`src/rtl/vasd_pkg.sv`:
```
// constants, modes and carrier types of the vector add/sub datapath
// assumes a single clock with clock enable; no register bus
package vasd_pkg;

    // ****************************************
    // operation, precision, rounding and overflow modes
    // ****************************************
    typedef enum logic [1:0] {
        OP_ADD = 2'h0,
        OP_SUB = 2'h1,
        OP_SEL = 2'h2
    } vasd_op_t;

    typedef enum logic {
        PREC_FULL = 1'h0,
        PREC_USER = 1'h1
    } vasd_prec_t;

    typedef enum logic {
        QUANT_TRUNC = 1'h0,
        QUANT_ROUND = 1'h1
    } vasd_quant_t;

    typedef enum logic {
        OVF_WRAP = 1'h0,
        OVF_SAT = 1'h1
    } vasd_ovf_t;

    // ****************************************
    // defaults and structure limits
    // ****************************************
    localparam int CORE_MAX_LAT = 3;
    localparam int DEF_LANES = 4;
    localparam int DEF_A_W = 16;
    localparam int DEF_A_BP = 8;
    localparam int DEF_B_W = 16;
    localparam int DEF_B_BP = 8;
    localparam int DEF_O_W = 16;
    localparam int DEF_O_BP = 8;
    localparam int DEF_LATENCY = 1;
    localparam int DEF_EXP_W = 8;
    localparam int DEF_FRAC_W = 23;

    // per-sample control that rides along the pipeline
    typedef struct packed {
        logic valid;
        logic sub;
    } vasd_tag_t;

endpackage

```
`src/rtl/vasd_skid_buf.sv`:
```
// two-entry output buffer with valid/ready on both sides
// assumes the filler only pushes while in_ready is high
module vasd_skid_buf #(
    parameter int WIDTH = 8
) (
    input wire logic clk,                  // core clock
    input wire logic rst_n,                // synchronous reset, active low
    input wire logic in_valid,             // push request
    output logic in_ready,                 // room for one more word
    input wire logic [WIDTH-1:0] in_data,  // pushed word
    output logic out_valid,                // head word valid
    input wire logic out_ready,            // receiver takes head
    output logic [WIDTH-1:0] out_data      // head word
);

    logic [WIDTH-1:0] spare;
    logic spare_valid;
    wire push = in_valid & in_ready;
    wire pop = out_valid & out_ready;
    wire head_free = ~out_valid | pop;
    // head is refilled from spare first so order is kept
    wire next_spare_valid = head_free ? (spare_valid & push) : (spare_valid | push);

    always_ff @(posedge clk) begin
        if (!rst_n) begin
            out_valid <= 1'b0;
            spare_valid <= 1'b0;
            in_ready <= 1'b1;
        end else begin
            spare_valid <= next_spare_valid;
            in_ready <= ~next_spare_valid;
            if (head_free) begin
                out_valid <= spare_valid | push;
            end
        end
    end

    always_ff @(posedge clk) begin
        if (head_free) begin
            out_data <= spare_valid ? spare : in_data;
        end
        if (push && (spare_valid || !head_free)) begin
            spare <= in_data;
        end
    end

endmodule

```
`src/rtl/vasd_top.sv`:
```
// vector adder/subtracter datapath, LANES elements per sample period
// assumes upstream and downstream logic on CORE_CLK with clock enable CE
// Summary of operation
// - all lanes computed every sample period
// - fixed add, fixed subtract, or selectable
// - select high subtracts, low adds
// - carry-in only user precision, integer inputs
// - carry-out only unsigned, matching integer width
// - latency in sample periods, output register chain
// - unpipelined: one core register, rest after
// - pipelined: stages inside core, excess after
// - full precision fixed-point sum is exact
// - user format, signedness, quantize, overflow
// - floating point: full precision, float core
module vasd_top #(
    parameter int LANES = vasd_pkg::DEF_LANES,
    parameter vasd_pkg::vasd_op_t OP_MODE = vasd_pkg::OP_SEL,
    parameter int A_W = vasd_pkg::DEF_A_W,
    parameter int A_BP = vasd_pkg::DEF_A_BP,
    parameter bit A_SIGNED = 1'b1,
    parameter int B_W = vasd_pkg::DEF_B_W,
    parameter int B_BP = vasd_pkg::DEF_B_BP,
    parameter bit B_SIGNED = 1'b1,
    parameter vasd_pkg::vasd_prec_t PRECISION = vasd_pkg::PREC_FULL,
    parameter int O_W = vasd_pkg::DEF_O_W,
    parameter int O_BP = vasd_pkg::DEF_O_BP,
    parameter bit O_SIGNED = 1'b1,
    parameter vasd_pkg::vasd_quant_t QUANT = vasd_pkg::QUANT_TRUNC,
    parameter vasd_pkg::vasd_ovf_t OVF = vasd_pkg::OVF_WRAP,
    parameter bit CIN_EN = 1'b0,
    parameter bit COUT_EN = 1'b0,
    parameter int LATENCY = vasd_pkg::DEF_LATENCY,
    parameter bit PIPELINE = 1'b0,
    parameter bit FLOAT_OPS = 1'b0,
    parameter int EXP_W = vasd_pkg::DEF_EXP_W,
    parameter int FRAC_W = vasd_pkg::DEF_FRAC_W,
    localparam int AI = A_W - A_BP,
    localparam int BI = B_W - B_BP,
    localparam int MI = (AI > BI) ? AI : BI,
    localparam int FF = (A_BP > B_BP) ? A_BP : B_BP,
    localparam int SIA = AI + (A_SIGNED ? 0 : 1),
    localparam int SIB = BI + (B_SIGNED ? 0 : 1),
    localparam int FX_W = ((SIA > SIB) ? SIA : SIB) + 1 + FF,
    localparam int FP_W = 1 + EXP_W + FRAC_W,
    localparam int W = FLOAT_OPS ? FP_W : FX_W,
    localparam bit USER = !FLOAT_OPS && (PRECISION == vasd_pkg::PREC_USER),
    localparam int OUT_W = FLOAT_OPS ? FP_W : (USER ? O_W : FX_W)
) (
    input wire logic CORE_CLK,                    // core clock
    input wire logic RST_N,                       // synchronous reset, active low
    input wire logic CE,                          // clock enable, one sample period
    input wire logic IN_VALID,                    // operand vectors valid
    output logic IN_READY,                        // operands taken when valid, ready, CE
    input wire logic [LANES*A_W-1:0] A_VEC,       // operand a, lane 0 lowest
    input wire logic [LANES*B_W-1:0] B_VEC,       // operand b, lane 0 lowest
    input wire logic SUB_SEL,                     // subtract when high, selectable mode
    input wire logic [LANES-1:0] CARRY_IN,        // per-lane carry in
    output logic OUT_VALID,                       // result vector valid
    input wire logic OUT_READY,                   // receiver takes result
    output logic [LANES*OUT_W-1:0] SUM_VEC,       // result, lane 0 lowest
    output logic [LANES-1:0] CARRY_OUT            // per-lane carry out
);

    // ****************************************
    // configuration
    // ****************************************
    localparam bit HAS_CIN = CIN_EN && USER && (A_BP == 0) && (B_BP == 0);
    localparam bit HAS_COUT = COUT_EN && USER && !A_SIGNED && !B_SIGNED && !O_SIGNED
        && ((O_W - O_BP) == MI);
    localparam int CORE_LIM = (LATENCY < vasd_pkg::CORE_MAX_LAT) ? LATENCY
        : vasd_pkg::CORE_MAX_LAT;
    localparam int CORE = PIPELINE ? CORE_LIM : ((LATENCY > 0) ? 1 : 0);
    localparam int POST = LATENCY - CORE;
    localparam int TW = ((W + O_BP > O_W) ? W + O_BP : O_W) + 2;
    localparam logic signed [TW-1:0] ONE = TW'(1);
    localparam logic signed [TW-1:0] HALF = (ONE <<< FF) >>> 1;
    localparam logic signed [TW-1:0] MAXV = O_SIGNED ? (ONE <<< (O_W - 1)) - ONE
        : (ONE <<< O_W) - ONE;
    localparam logic signed [TW-1:0] MINV = O_SIGNED ? -(ONE <<< (O_W - 1)) : '0;

    // ****************************************
    // float adder: truncating, subnormals flushed
    // ****************************************
    function automatic logic [FP_W-1:0] fp_add(input logic [FP_W-1:0] x,
                                               input logic [FP_W-1:0] y,
                                               input logic neg);
        logic [FP_W-1:0] big;
        logic [FP_W-1:0] sml;
        logic [EXP_W-1:0] eb;
        logic [EXP_W-1:0] es;
        logic [FRAC_W+3:0] mb;
        logic [FRAC_W+3:0] ms;
        logic [EXP_W-1:0] sh;
        big = x;
        sml = {y[FP_W-1] ^ neg, y[FP_W-2:0]};
        if (sml[FP_W-2:0] > big[FP_W-2:0]) begin
            big = sml;
            sml = x;
            sml[FP_W-1] = sml[FP_W-1] ^ neg;
        end
        eb = big[FP_W-2:FRAC_W];
        es = sml[FP_W-2:FRAC_W];
        mb = {1'b0, eb != '0, big[FRAC_W-1:0], 2'h0};
        ms = {1'b0, es != '0, sml[FRAC_W-1:0], 2'h0};
        sh = eb - es;
        ms = (32'(sh) > FRAC_W + 3) ? '0 : ms >> sh;
        mb = (big[FP_W-1] == sml[FP_W-1]) ? mb + ms : mb - ms;
        if (mb[FRAC_W+3]) begin
            mb = mb >> 1;
            eb = eb + EXP_W'(1);
        end
        for (int i = 0; i < FRAC_W + 2; i++) begin
            if (!mb[FRAC_W+2] && mb != '0 && eb > EXP_W'(1)) begin
                mb = mb << 1;
                eb = eb - EXP_W'(1);
            end
        end
        // infinities and NaN inputs are not special-cased
        if (!mb[FRAC_W+2] || eb == '0) begin
            return {big[FP_W-1], {(FP_W-1){1'b0}}};
        end else if (eb == '1) begin
            return {big[FP_W-1], {EXP_W{1'b1}}, {FRAC_W{1'b0}}};
        end
        return {big[FP_W-1], eb, mb[FRAC_W+1:2]};
    endfunction

    // ****************************************
    // flow control
    // ****************************************
    logic buf_ready;
    // whole pipe holds still while the buffer is full: no word is lost
    wire adv = CE & buf_ready;
    wire in_sub = (OP_MODE == vasd_pkg::OP_SUB) ? 1'b1
        : (OP_MODE == vasd_pkg::OP_SEL) ? SUB_SEL : 1'b0;

    vasd_pkg::vasd_tag_t t0, t1, t2, t3;
    logic [LANES-1:0][W-1:0] a0, b0, a1, b1, s1, s2;
    logic [LANES-1:0] c0, c1, co1, co2, co3;
    logic [LANES-1:0][OUT_W-1:0] q2, q3;

    assign t0 = '{valid: IN_VALID, sub: in_sub};
    assign c0 = HAS_CIN ? CARRY_IN : '0;

    // ****************************************
    // per-lane arithmetic
    // ****************************************
    for (genvar l = 0; l < LANES; l++) begin : g_lane
        wire [A_W-1:0] a_raw = A_VEC[l*A_W +: A_W];
        wire [B_W-1:0] b_raw = B_VEC[l*B_W +: B_W];
        wire [W-1:0] a_ext = A_SIGNED ? W'($signed(a_raw)) : W'(a_raw);
        wire [W-1:0] b_ext = B_SIGNED ? W'($signed(b_raw)) : W'(b_raw);
        // binary points aligned so the sum is exact
        assign a0[l] = FLOAT_OPS ? a_ext : a_ext << (FF - A_BP);
        assign b0[l] = FLOAT_OPS ? b_ext : b_ext << (FF - B_BP);
        wire [W-1:0] b_op = t1.sub ? -b1[l] : b1[l];
        wire [W-1:0] fx_sum = a1[l] + b_op + W'(c1[l]);
        assign s1[l] = FLOAT_OPS ? W'(fp_add(FP_W'(a1[l]), FP_W'(b1[l]), t1.sub)) : fx_sum;
        assign co1[l] = HAS_COUT ? fx_sum[FF + MI] : 1'b0;

        logic signed [TW-1:0] t;
        always_comb begin
            t = TW'($signed(s2[l]));
            t = t <<< O_BP;
            if (QUANT == vasd_pkg::QUANT_ROUND) begin
                t = t + (t[TW-1] ? HALF - ONE : HALF);
            end
            t = t >>> FF;
            if (OVF == vasd_pkg::OVF_SAT) begin
                if (t > MAXV) begin
                    t = MAXV;
                end else if (t < MINV) begin
                    t = MINV;
                end
            end
        end
        assign q2[l] = USER ? OUT_W'(t) : OUT_W'(s2[l]);
    end

    // ****************************************
    // core registers
    // ****************************************
    if (CORE >= 2) begin : g_r1
        always_ff @(posedge CORE_CLK) begin
            if (!RST_N) begin
                t1 <= '0;
            end else if (adv) begin
                t1 <= t0;
            end
        end
        always_ff @(posedge CORE_CLK) begin
            if (adv) begin
                a1 <= a0;
                b1 <= b0;
                c1 <= c0;
            end
        end
    end else begin : g_n1
        assign t1 = t0;
        assign a1 = a0;
        assign b1 = b0;
        assign c1 = c0;
    end

    if (CORE >= 3) begin : g_r2
        always_ff @(posedge CORE_CLK) begin
            if (!RST_N) begin
                t2 <= '0;
            end else if (adv) begin
                t2 <= t1;
            end
        end
        always_ff @(posedge CORE_CLK) begin
            if (adv) begin
                s2 <= s1;
                co2 <= co1;
            end
        end
    end else begin : g_n2
        assign t2 = t1;
        assign s2 = s1;
        assign co2 = co1;
    end

    if (CORE >= 1) begin : g_r3
        always_ff @(posedge CORE_CLK) begin
            if (!RST_N) begin
                t3 <= '0;
            end else if (adv) begin
                t3 <= t2;
            end
        end
        always_ff @(posedge CORE_CLK) begin
            if (adv) begin
                q3 <= q2;
                co3 <= co2;
            end
        end
    end else begin : g_n3
        assign t3 = t2;
        assign q3 = q2;
        assign co3 = co2;
    end

    // ****************************************
    // output delay chain
    // ****************************************
    logic [POST:0] pv;
    logic [POST:0][LANES*OUT_W+LANES-1:0] pd;
    assign pv[0] = t3.valid;
    assign pd[0] = {co3, q3};
    for (genvar k = 0; k < POST; k++) begin : g_post
        always_ff @(posedge CORE_CLK) begin
            if (!RST_N) begin
                pv[k+1] <= 1'b0;
            end else if (adv) begin
                pv[k+1] <= pv[k];
            end
        end
        always_ff @(posedge CORE_CLK) begin
            if (adv) begin
                pd[k+1] <= pd[k];
            end
        end
    end

    // ****************************************
    // output buffer
    // ****************************************
    vasd_skid_buf #(
        .WIDTH(LANES*OUT_W+LANES)
    ) u_buf (
        .clk(CORE_CLK),
        .rst_n(RST_N),
        .in_valid(pv[POST] & CE),
        .in_ready(buf_ready),
        .in_data(pd[POST]),
        .out_valid(OUT_VALID),
        .out_ready(OUT_READY),
        .out_data({CARRY_OUT, SUM_VEC})
    );
    assign IN_READY = buf_ready;

endmodule

```
`config.mk`:
```
export PLATFORM = sky130hd
export DESIGN_NAME = vasd_top
export DESIGN_NICKNAME = d
export VERILOG_FILES = /design/src/rtl/vasd_pkg.sv /design/src/rtl/vasd_skid_buf.sv /design/src/rtl/vasd_top.sv
export SDC_FILE = /design/constraint.sdc
export NUM_CORES = 1
export LEC_CHECK = 0
export ABC_CLOCK_PERIOD_IN_PS = 8000
export BUFFER_PORTS_ARGS = -buffer_cell sky130_fd_sc_hd__buf_2
export CAP_MARGIN = 20
export CORE_ASPECT_RATIO = 0.7
export CORE_MARGIN = 1.5
export CORE_UTILIZATION = 55
export DETAILED_ROUTE_END_ITERATION = 16
export PLACE_DENSITY = 0.79
export SLEW_MARGIN = 20
export SYNTH_ARGS = -nofsm -noshare
export SYNTH_HDL_FRONTEND = slang
export SYNTH_SLANG_ARGS = --single-unit
```
`constraint.sdc`:
```
create_clock -name CORE_CLK -period 8 [get_ports CORE_CLK]
set_input_delay 2 -clock CORE_CLK [delete_from_list [all_inputs] [get_ports CORE_CLK]]
set_output_delay 2 -clock CORE_CLK [all_outputs]
set_load 0.005 [all_outputs]
```
Word level (Yosys, flattened, before mapping)
Cells that the tools add are included.
W data, S select, Z words.

cells by class
  $add $sub $neg = 8
  multipliers = 0
  div/mod/pow operators = 0
  order comparisons = 0
  equality and inequality tests = 0
  shifts and indexed selects = 0
  muxes and demuxes = 6
  bitwise logic cells = 9
  reduce and logical (&&, ||, !) cells = 3

operators with widths
  operator             count
  $add A17 B17 Y17     4
  $mux W17             4
  $mux W68             1
  $neg A17 Y17         4
  $and A1 B1 Y1        5
  $not A1 Y1           2
  $or A1 B1 Y1         2
  $logic_and A1 B1 Y1  1
  $logic_not A1 Y1     1
  $logic_or A1 B1 Y1   1
  $mux W1              1

word-level totals
  flip-flop bits (word level) = 208
  latch bits = 0
  RAM bits = 0
  memory bits (read-only) = 0
  bits of input ports = 138
  output and inout port bits = 74
  logic and storage cells = 36
  memories = 0

Depth between registers and ports, before layout
  word-level depth = 5
  depth in mapped cells = 14
  mapped depth without buffers = 14

Cells and area by module
From an unflattened synthesis, not the netlist that was laid out.

unflattened totals
  cells, all modules = 910
  area, all modules = 11798.8 µm²

by module, submodules not included
  module         instances  cells each  area each (µm²)  seq. area each (µm²)
  vasd_top       1          673         6463.7           2062.0
  vasd_skid_buf  1          237         5335.1           4384.2

Least setup slack after synthesis
Ideal clock, no wire load.

  path kind = input to register
  from = input CE
  to = register u_buf.spare[0], enable pin
  setup time = 494 ps
  data arrival time = 6904 ps
  required time = 7506 ps
  setup slack = 601 ps
  stages on the path = 3
  path buffers = 0
  cells stage by stage = and2_1 nand2_1 nor2_1

on the way
  longest elaborated chain between the ends = 3

ends and longest elaborated chain
  element                 RTL line             source
  start: declaration      vasd_top.sv:51       input wire logic CE,
  $and A1 B1 Y1           vasd_top.sv:274      .in_valid(pv[POST] & CE),
  $and A1 B1 Y1           vasd_skid_buf.sv:18  wire push = in_valid & in_ready;
  $logic_and A1 B1 Y1     vasd_skid_buf.sv:42  if (push && (spare_valid || !head_free)) begin
  end signal: assignment  vasd_skid_buf.sv:43  spare <= in_data;
  end: declaration        vasd_skid_buf.sv:16  logic [WIDTH-1:0] spare;

No other way between the ends.
A chain may end at the register's enable or synchronous reset.

Final worst setup path
  from = input SUB_SEL
  to = register q3 (netlist bit pd[32]) (data pin)

on the way
  longest elaborated chain between the ends = 2

ends and longest elaborated chain
  element                         RTL line         source
  start: declaration              vasd_top.sv:56   input wire logic SUB_SEL,
  $mux W17                        vasd_top.sv:155  wire [W-1:0] b_op = t1.sub ? -b1[l] : b1[l];
  $add A17 B17 Y17                vasd_top.sv:156  wire [W-1:0] fx_sum = a1[l] + b_op + W'(c1[l]);
  named net g_lane[1].fx_sum[15]  vasd_top.sv:156
  end signal: assignment          vasd_top.sv:234  q3 <= q2;
  end: declaration                vasd_top.sv:139  logic [LANES-1:0][OUT_W-1:0] q2, q3;

The timed path passes the listed nets, and every way through them passes these cells.

==> impl_metrics.csv <==
group,metric,value,unit
floorplan,fp.dieW,175.1,µm
timing,tns,0,ns
timing,worstMarginPinSlew,1.040,ns
critical_path,cpPeakStageDelay,0.82,ns
power_and_ir_drop,powerDensity,223.6,mW/mm²
clocking,cts-root-buf,"clkbuf_16",
placement,dp_hpwl,17.19,mm
timing,skew,0.01872,ns
finish,antenna_cells,0,
drt,antenna_left,0,
drt,drtIter0Drc,537,
status,status,"complete, no violations",
critical_path,crit_fanout,36,
clocking,tritoncts,"done",
synth,postSynthAreaPerCell,12.64,µm²
synth,synth_edf_count,204,
drt,routed_wl,24.10,mm
global_route,grt_use_total,21.89,%
finish,area_growth,16.64,%
clocking,cts_setup_buffers,0,
timing,rsz0062_at_grt,"no",
synth,ys_ff_latch,208,
clocking,hold_buffers,0,
synth,yosysMostFrequentCell,"edfxtp_1",
critical_path,crit_required,8.22,ns
finish,fin_util,66.25,%
placement,gp_congestion,0.8973,
critical_path,crit_chain,"buf_2 -> buf_4 -> o21ai_0 -> ha_1 -> a21oi_1 -> o211ai_1 -> o41ai_1 -> nor2_1 -> a221oi_1 -> xnor2_1",
global_route,grt_pass1_wl,37.11,mm
synth,synth_area_leaders,"edfxtp_1, ha_1, xnor2_1",
synth,yosysWarnings,0,
global_route,antenna_found_initial,1,
timing,max-slew-margin-rel,30.68,%
placement,portBuffers,203,
timing,timing.final.crit_share,64.51,%
floorplan,die_h,123.4,µm
clocking,path_clk_slew,0.06,ns
placement,placed_cells_incl_taps,1357,
global_route,grt_pass1_vias,7358,
synth,synth_seq_area_share,54.45,%
finish,nets,1319,
timing,worst_hold_slack,0.4428,ns
timing,clock.fmax,0.1938,GHz
synth,syn_area,0.01140,mm²
critical_path,critPathKind,"input port to flop",
drt,vias,7792,
synth,synth_ff_type,"edfxtp_1",
floorplan,dieArea,0.02161,mm²
finish,layoutNonFillerInstCount,1389,
run,max_cap_viol_count,0,
synth,synth_top_area_share,53.74,%
critical_path,end_kind,"flop",
clocking,cts.path.max_buffers,3,
timing,setup_viol,0,
drt,route.detailed.vias_per_inst,5.610,
power_and_ir_drop,ir_drop,0.1254,mV
clocking,clock_latency,0.49,ns
clocking,cts_resized,0,
synth,synth_top_cell_by_area,"edfxtp_1",
timing,min_period,5.161,ns
timing,drv_slew,0,
critical_path,crit_slowest_cell,"o41ai_1",
timing,finalHoldViolations,0,
hold_path,hp-class,"flop to flop",
floorplan,fp-row-count,43,
clocking,htreeDepth,1,
finish,post_route_cells_drive_above_1_share,28.51,%
floorplan,coreArea,0.02007,mm²
synth,async_flop_share,0,%
critical_path,worstSetupStartpointType,"input port",
floorplan,pin_count,212,
synth,synth_common_cells,"edfxtp_1, xnor2_1, ha_1, mux2_2, nor2_1",
power_and_ir_drop,p_leak,5.202,nW
drt,detail_route.first_pass.iterations,5,
synth,syn_inst,902,
clocking,cts_sinks,208,
clocking,cts_made_buffers,20,
global_route,grt_max_degree,72,
synth,synth_cell_type_count,60,
global_route,grt-ovfl-total,0,
floorplan,initial_core_util,56.80,%
drt,route.detailed.drc,0,
critical_path,arrival,5.38,ns
drt,wl_per_cell,17.35,µm
[worst paths after layout]
check	cells past startpoint	slack (ns)	startpoint	to
worst max-delay path	10	2.84	SUB_SEL	pd[32]$_DFFE_PP_
worst min-delay path	0	0.44	pd[59]$_DFFE_PP_	u_buf.spare[59]$_DFFE_PP_
worst max register to register	4	4.79	u_buf.in_ready$_SDFF_PN1_	u_buf.spare[40]$_DFFE_PP_
worst min register to register	0	0.44	pd[59]$_DFFE_PP_	u_buf.spare[59]$_DFFE_PP_
[worst max-delay path: cells and delay by family]
kind                       cells  cell delay, ns
adders and majority gates      1            0.34
and+or+nand+nor                1            0.11
xor gates and xnor gates       1            0.12
buffers and inverters          2            0.94
AOI/OAI and AO/OA              5            1.84
[area by class of cell]
type	instances	area (µm²)
Clock inverter	7	53.80
Timing Repair Buffer	206	1039
Fill cell	1492	6773
Multi-Input combinational cell	644	5006
Clock buffer	25	540.5
Inverter	29	108.9
Tap cell	270	337.8
Sequential cell	208	6210
[flip-flops by register name, summed over array words and instances (netlist names)]
signal and flops:
u_buf.in_ready 1, pv 1, u_buf.spare_valid 1, u_buf.spare 68, pd 68, u_buf.out_valid 1
u_buf.out_data 68
[cell usage in the layout, fill, tap and decap left out, drive strengths merged, types with 18 or more instances in the layout]
cell type,count
clkbuf,25
nand3,19
inv,29
mux2,68
xor2,21
edfxtp,204
a21oi,42
o21ai,38
nand2,49
ha,68
nor2,53
a21o,18
buf,206
o31ai,19
xnor2,92
[through the flow]
stage / cell area, µm² / total power, W / worst slack, ns
after floorplan: 11410 / 0.001885 / 0.6012
after detailed placement: 12700 / 0.002106 / 2.417
after CTS: 13300 / 0.002987 / 2.886
after global placement: 12700 / 0.002086 / 2.509
after global routing: 13300 / 0.003112 / 2.642
final: 13300 / 0.002973 / 2.839
[logic make-up after synthesis]
family	Yosys count	share of synthesized area [%]
flip-flops	208	54.45
AO/OA/AOI/OAI	205	12.29
AND/OR/NAND/NOR	179	7.508
XOR/XNOR	113	8.683
adder cells (fa/ha/maj)	72	8.167
multiplexers	71	6.981
buffers and inverters	53	1.888
other	1	0.03290
[layer usage]
metal | global-route usage, % | share of wire, % | vias to the layer above
met5 | 0 | 0.054 | -
met4 | 5.502 | 2.0 | 2
met3 | 3.260 | 6.0 | 34
met2 | 34.82 | 44 | 260
met1 | 31.78 | 48 | 3650
li1 | - | - | 3846
[report_power, final]
part	internal, W	total (W)	switching, W
logic	0.000309	0.000649	0.000340
registers	0.00139	0.00144	0.0000502
clock network	0.000506	0.000883	0.000377
total	0.00221	0.00297	0.000767
No activity file was read; power rests on OpenSTA's default activity.
